[src/logic/led_drv_pkg.sv]
package led_drv_pkg;
	localparam int unsigned WIDTH = 16;
	localparam logic [15:0] SHIFT_RST = 16'h0000;
	localparam logic [15:0] LATCH_RST = 16'h0000;
	localparam logic [15:0] OUT_OFF = 16'h0000;
	localparam int unsigned LAST_POS = 15;
	localparam int unsigned FIRST_POS = 0;
	typedef logic [15:0] word_t;
endpackage

[src/logic/edge_if.sv]
interface edge_if;
	logic shift_lvl;
	logic latch_lvl;
	logic shift_rise;
	logic latch_rise;
	modport det (input shift_lvl, latch_lvl, output shift_rise, latch_rise);
	modport core (output shift_lvl, latch_lvl, input shift_rise, latch_rise);
endinterface

[src/logic/clock_edge_detect.sv]
module clock_edge_detect (
	input  wire logic mclk_in,
	input  wire logic nrst_in,
	edge_if.det       ef
);
	typedef struct packed {
		logic shift_prev;
		logic latch_prev;
	} det_s;

	det_s st_q;
	det_s st_d;

	// Remember previous clock levels
	always_comb begin
		st_d = st_q;
		st_d.shift_prev = ef.shift_lvl;
		st_d.latch_prev = ef.latch_lvl;
	end

	always_ff @(posedge mclk_in or negedge nrst_in) begin
		if (!nrst_in) begin
			st_q <= '0;
		end else begin
			st_q <= st_d;
		end
	end

	// Low to high transitions only
	assign ef.shift_rise = ef.shift_lvl & ~st_q.shift_prev;
	assign ef.latch_rise = ef.latch_lvl & ~st_q.latch_prev;
endmodule

[src/logic/led_shift_latch_driver16.sv]
module led_shift_latch_driver16 (
	// Clock and reset
	input  wire logic                          mclk_in,
	input  wire logic                          nrst_in,
	// Host serial link
	input  wire logic                          serial_data_in,
	input  wire logic                          shift_clock_in,
	input  wire logic                          latch_clock_in,
	input  wire logic                          out_disable_in,
	// LED pins and cascade output
	output logic [led_drv_pkg::WIDTH-1:0]      led_outputs_out,
	output logic [led_drv_pkg::WIDTH-1:0]      led_outputs_oe_out,
	output logic                               serial_data_out
);
	import led_drv_pkg::*;

	typedef struct packed {
		word_t shift_reg;
		word_t latch_reg;
		word_t led_oe;
		logic  ser_out;
	} core_s;

	core_s st_q;
	core_s st_d;
	edge_if ef ();
	wire word_t shift_next;
	wire word_t latch_next;

	// One shift stage and one latch stage per bit
	for (genvar b = 0; b < WIDTH; b++) begin : g_bit
		if (b == FIRST_POS) begin : g_first
			// First stage takes the serial input
			assign shift_next[b] = serial_data_in;
		end else begin : g_rest
			// Later stages take their predecessor
			assign shift_next[b] = st_q.shift_reg[b-1];
		end
		// Latch stage sees its own shift stage
		assign latch_next[b] = st_q.shift_reg[b];

	end

	assign ef.shift_lvl = shift_clock_in;
	assign ef.latch_lvl = latch_clock_in;

	clock_edge_detect u_edge (
		.mclk_in (mclk_in),
		.nrst_in (nrst_in),
		.ef      (ef.det)
	);

	always_comb begin
		st_d = st_q;
		// Shift stage per bit
		if (ef.shift_rise) begin
			st_d.shift_reg = shift_next;
		end
		// Latch takes pre-shift contents
		if (ef.latch_rise) begin
			st_d.latch_reg = latch_next;
		end
		// Pin value equals its enable, so a driven pin is high; gated by disable
		st_d.led_oe = out_disable_in ? OUT_OFF : st_d.latch_reg;
		st_d.ser_out = st_d.shift_reg[LAST_POS];
	end

	always_ff @(posedge mclk_in or negedge nrst_in) begin
		if (!nrst_in) begin
			st_q.shift_reg <= SHIFT_RST;
			st_q.latch_reg <= LATCH_RST;
			st_q.led_oe    <= OUT_OFF;
			st_q.ser_out   <= 1'b0;
		end else begin
			st_q <= st_d;
		end
	end

	assign led_outputs_out    = st_q.led_oe;
	assign led_outputs_oe_out = st_q.led_oe;
	assign serial_data_out    = st_q.ser_out;
endmodule

[config.mk]
export PLATFORM = sky130hd
export DESIGN_NAME = led_shift_latch_driver16
export DESIGN_NICKNAME = d
export VERILOG_FILES = /design/src/logic/led_drv_pkg.sv /design/src/logic/edge_if.sv /design/src/logic/clock_edge_detect.sv /design/src/logic/led_shift_latch_driver16.sv
export SDC_FILE = /design/constraint.sdc
export NUM_CORES = 1
export LEC_CHECK = 0
export BUFFER_PORTS_ARGS = -buffer_cell sky130_fd_sc_hd__buf_2
export CAP_MARGIN = 10
export CORE_ASPECT_RATIO = 1.4
export CORE_MARGIN = 1.5
export CORE_UTILIZATION = 48
export CTS_CLUSTER_DIAMETER = 100
export DETAILED_ROUTE_END_ITERATION = 6
export PLACE_DENSITY = 0.66
export SYNTH_ARGS = -nofsm -noshare
export SYNTH_HDL_FRONTEND = slang
export SYNTH_SLANG_ARGS = --single-unit
[constraint.sdc]
create_clock -name mclk_in -period 1.8 [get_ports mclk_in]
set_input_delay 0.18 -clock mclk_in [delete_from_list [all_inputs] [get_ports mclk_in]]
set_output_delay 0.18 -clock mclk_in [all_outputs]
set_load 0.02 [all_outputs]
Word-level counts from Yosys, hierarchy flattened

Index checks and enable logic that the tools add are counted.

Output and inout port bits: 33
Register bits: 50

Mux-type cells: 2
Bitwise logic cells: 4

Operator list:

| kind               | count |
|---|---|
| 16-bit two-way mux | 2 |
| 1-bit bitwise AND  | 2 |
| 1-bit inverter     | 2 |

Depth between registers and ports, before layout

Depth after elaboration: 4
Gate-level depth with buffers: 4
Mapped depth without buffers: 2

By module

A second synthesis with hierarchy kept.

Cell total of the unflattened synthesis: 137
Area, all modules: 2,140.8 sq um

By module, submodules not included:

| module                   | times used | area each (sq um) | cells each | sequential area each (sq um) |
|---|---|---|---|---|
| led_shift_latch_driver16 | 1          | 2,063.2           | 133        | 1,201.2 |
| clock_edge_detect        | 1          | 77.6              | 4          | 50.0 |

Least setup slack after synthesis

Ideal clock, no wire load.

Kind: flip-flop to flip-flop
Start point: reg u_edge.st_q[1] in the netlist's numbering
End point: reg st_q, in the netlist latch_next[10]
Stages on the path, launching flop included: 5
Setup slack: 0.524 ns
Arrival time: 1.151 ns
Library setup time: 0.125 ns
Data required time: 1.675 ns
Period minus slack after synthesis: 1.276 ns
Path buffers: 2
Path through: dfrtp_1 > nor2b_1 > buf_2 > buf_2 > mux2_2

Word-level cells in the longest chain between the ends: 2

RTL lines:

| what                     | RTL line                       | source |
|---|---|---|
| start: declaration       | clock_edge_detect.sv:11        | `det_s st_q;` |
| start signal: assignment | clock_edge_detect.sv:25        | `st_q <= st_d;` |
| 1-bit inverter           | clock_edge_detect.sv:30        | `assign ef.shift_rise = ef.shift_lvl & ~st_q.shift_prev;` |
| 1-bit bitwise AND        | clock_edge_detect.sv:30        |  |
| end signal: assignment   | led_shift_latch_driver16.sv:75 | `st_q <= st_d;` |
| end: declaration         | led_shift_latch_driver16.sv:24 | `core_s st_q;` |

No other way between the ends.
A chain may end at the register's enable or synchronous reset.

Worst setup path in the final report

Start point: in shift_clock_in
End point: reg st_q, in the netlist latch_next[3]

Word-level cells in the longest chain between the ends: 1

RTL lines:

| what               | RTL line                      | source |
|---|---|---|
| start: declaration | led_shift_latch_driver16.sv:7 | `input wire logic shift_clock_in,` |
| 1-bit bitwise AND  | clock_edge_detect.sv:30       |  |

No other way between the ends.

==> results.yml <==
detailed_routing:
  drt_wl_total_mm: 3.364
  drt-initial-drc-count: 30
  dr.pass1.iters: 4
  ant_nets: 0
  drc_errors: 0
  via_per_inst: 5.004
  via_count: 1241
  wl_per_cell_um: 13.56
synthesis:
  async_reset_ff_frac: 1.000
  synth_top_family_by_area: "multiplexers"
  synth_fa_ha_area_frac: 0
  yosys_warnings: 0
  synthTopCellsByArea: "dfrtp_1 54%, mux2_2 11%, buf_4 10%, nand4bb_1 7.7%, mux2_4 6.4%"
  synth_compound_area_frac: 0.03428
  syn_area_mm2: 0.002336
  synth_commonest_cells: "50 x dfrtp_1, 32 x buf_4, 22 x mux2_2"
  synth_edf_count: 0
  synth_top_area_share: 0.5356
  synthMuxAreaShare: 0.1703
  yosysTopAreaCell: "dfrtp_1"
  synth_ff_type: "dfrtp_1"
  syn_nets: 181
  syn_inst: 175
  ys_seq_elements: 50
  yosysMostFrequentCell: "dfrtp_1"
  synth-simple-area-share: 0.1291
  yosysSeqAreaShare: 0.5356
  ys_types: 14
  synthXorXnorAreaFrac: 0
  syn_area_per_cell_um2: 13.35
setup_path:
  crit_path_end_kind: "flip-flop"
  criticalPathCategory: "primary input to flip-flop"
  cp_slowest_cell: "dlygate4sd3_1"
  crit_fanout: 16
  critPathArrivalTime_ps: 1520
  path_cells: "dlygate4sd3_1, buf_2, nor2b_1, buf_4, mux2_2"
  cp-start-kind: "primary input"
  cp.required_ps: 1980
  slowest_delay_ps: 520
timing:
  final.period_utilization: 0.7443
  max-slew-margin-rel: 0.5914
  final.setup.tns_ps: 0
  holdWs_ps: 116.7
  fin_ws_ps: 460.3
  hold_viol: 0
  rsz0062_at_grt: "no"
  slew_viol_final: 0
  skew_ps: 8.470
  max_freq_ghz: 0.7465
  setup_viol: 0
  period_needed_ps: 1340
  worst_pin_slew_ps: 612.9
cts:
  cts_sinks: 50
  root_buffer: "clkbuf_8"
  clkTransAtPathRegs_ps: 80
  cts_tree: "built"
  worst_skew_pair.late_latency_ps: 300
  cts_hold_buf: 2
  cts.htree.levels: 2
  cts_resized: 0
  clockBufferDepth: 2
  numCtsBuffers: 5
  cts_setup_buffers: 0
worst_hold_path:
  hold_class: "primary input to flip-flop"
grt:
  grt_pass1_vias: 1150
  grt_usage: 0.1363
  grt_max_degree: 51
  antenna_found_initial: 0
  grt_pass1_wl_mm: 5.423
  overflow: 0
place:
  portBuffers: 38
  placed_cell_area_mm2: 0.002336
  gp_congestion: 0.7086
  dp_hpwl_mm: 2.182
  dp_slack_ps: 558.4
  post-place-cells: 238
job:
  drv_cap: 0
finish:
  regArea_mm2: 0.001251
  utilization: 0.5319
  layout.nets: 191
  diodes: 0
  fill_cells: 415
  drive_above_1_share: 0.4516
  syn2layout_area_growth_pct: 4.928
  multiInputGateArea_um2: 779.5
  finalInstanceArea_mm2: 0.002451
  final_cells: 248
floorplanning:
  die_area_mm2: 0.005300
  die_y_um: 85.55
  coreArea_mm2: 0.004608
  die_x_um: 61.96
  io_pins: 39
  num_rows: 29
  start_util: 0.5069
run_status:
  status: "complete, no violations"
power:
  power.ir.vdd_worst_mv: 0.6856
  p_total_mw: 3.390
  p_leak_nw: 1.186
  pwr_density_cell_mw_per_mm2: 1383
## placed cells by master (no fill, tap or decap)
cell type | netlist | layout
dfrtp_1 | 50 | 50
buf_2 | 2 | 38
mux2_2 | 22 | 22
nand2b_1 | 17 | 17
nand4bb_1 | 16 | 16
o21ai_0 | 16 | 16
mux2_4 | 10 | 10
clkbuf_8 | 0 | 6
buf_4 | 32 | 5
dlygate4sd3_1 | 0 | 2
and2b_2 | 1 | 1
nor2b_1 | 1 | 1
clkinv_2 | 0 | 1
clkinvlp_4 | 0 | 1
## cells by family after synthesis
| logic type | count (synthesis) |
|---|---|
| AND/OR/NAND/NOR | 35 |
| buffers and inverters | 42 |
| AO/OA/AOI/OAI | 16 |
| multiplexers | 32 |
| flip-flops | 50 |
## layer usage
metal / global-route usage / routed length [µm] / share of wire
met5: 0 / 0 / 0
met4: 0.04062 / 36 / 0.011
met3: 0.04072 / 117 / 0.035
met2: 0.2169 / 1690 / 0.50
met1: 0.1765 / 1520 / 0.45
## path summary, 6_finish.rpt
| kind | start | endpoint | slack (ps) | cells after the start |
|---|---|---|---|---|
| hold / removal | serial_data_in | latch_next[0] | 120 | 2 |
| hold reg to reg | st_q[17] | st_q[17] | 510 | 1 |
| setup / recovery | shift_clock_in | latch_next[3] | 460 | 5 |
| min in group asynchronous | nrst_in | led_outputs_oe_out[9] | 500 | 3 |
| setup reg to reg | u_edge.st_q[0] | led_outputs_oe_out[14] | 540 | 3 |
| max in group asynchronous | nrst_in | st_q[19] | 880 | 3 |
## worst max-delay path, delay by kind of cell
kind,cells,cell delay (ps)
buffers and inverters,3,870
multiplexers,1,360
AND/OR/NAND/NOR,1,110
## registers in the layout, indices dropped and copies added (netlist names)
register / cells
latch_next: 16
st_q: 16
led_outputs_oe_out: 16
u_edge.st_q: 2
## power by group
part	total (mW)	internal, mW	leakage [nW]	switching [mW]
clock network	0.657	0.309	0.0472	0.348
registers	1.79	1.51	0.636	0.273
logic	0.945	0.494	0.503	0.450
## final cells by class
type	count	area share
clock buffer	6	0.03369
sequential	50	0.5105
clock inverter	2	0.005105
timing repair buffer	45	0.1011
multi-input combinational	83	0.3180
tap	62	0.03165
Note: power is estimated with default switching activity, not from simulation.
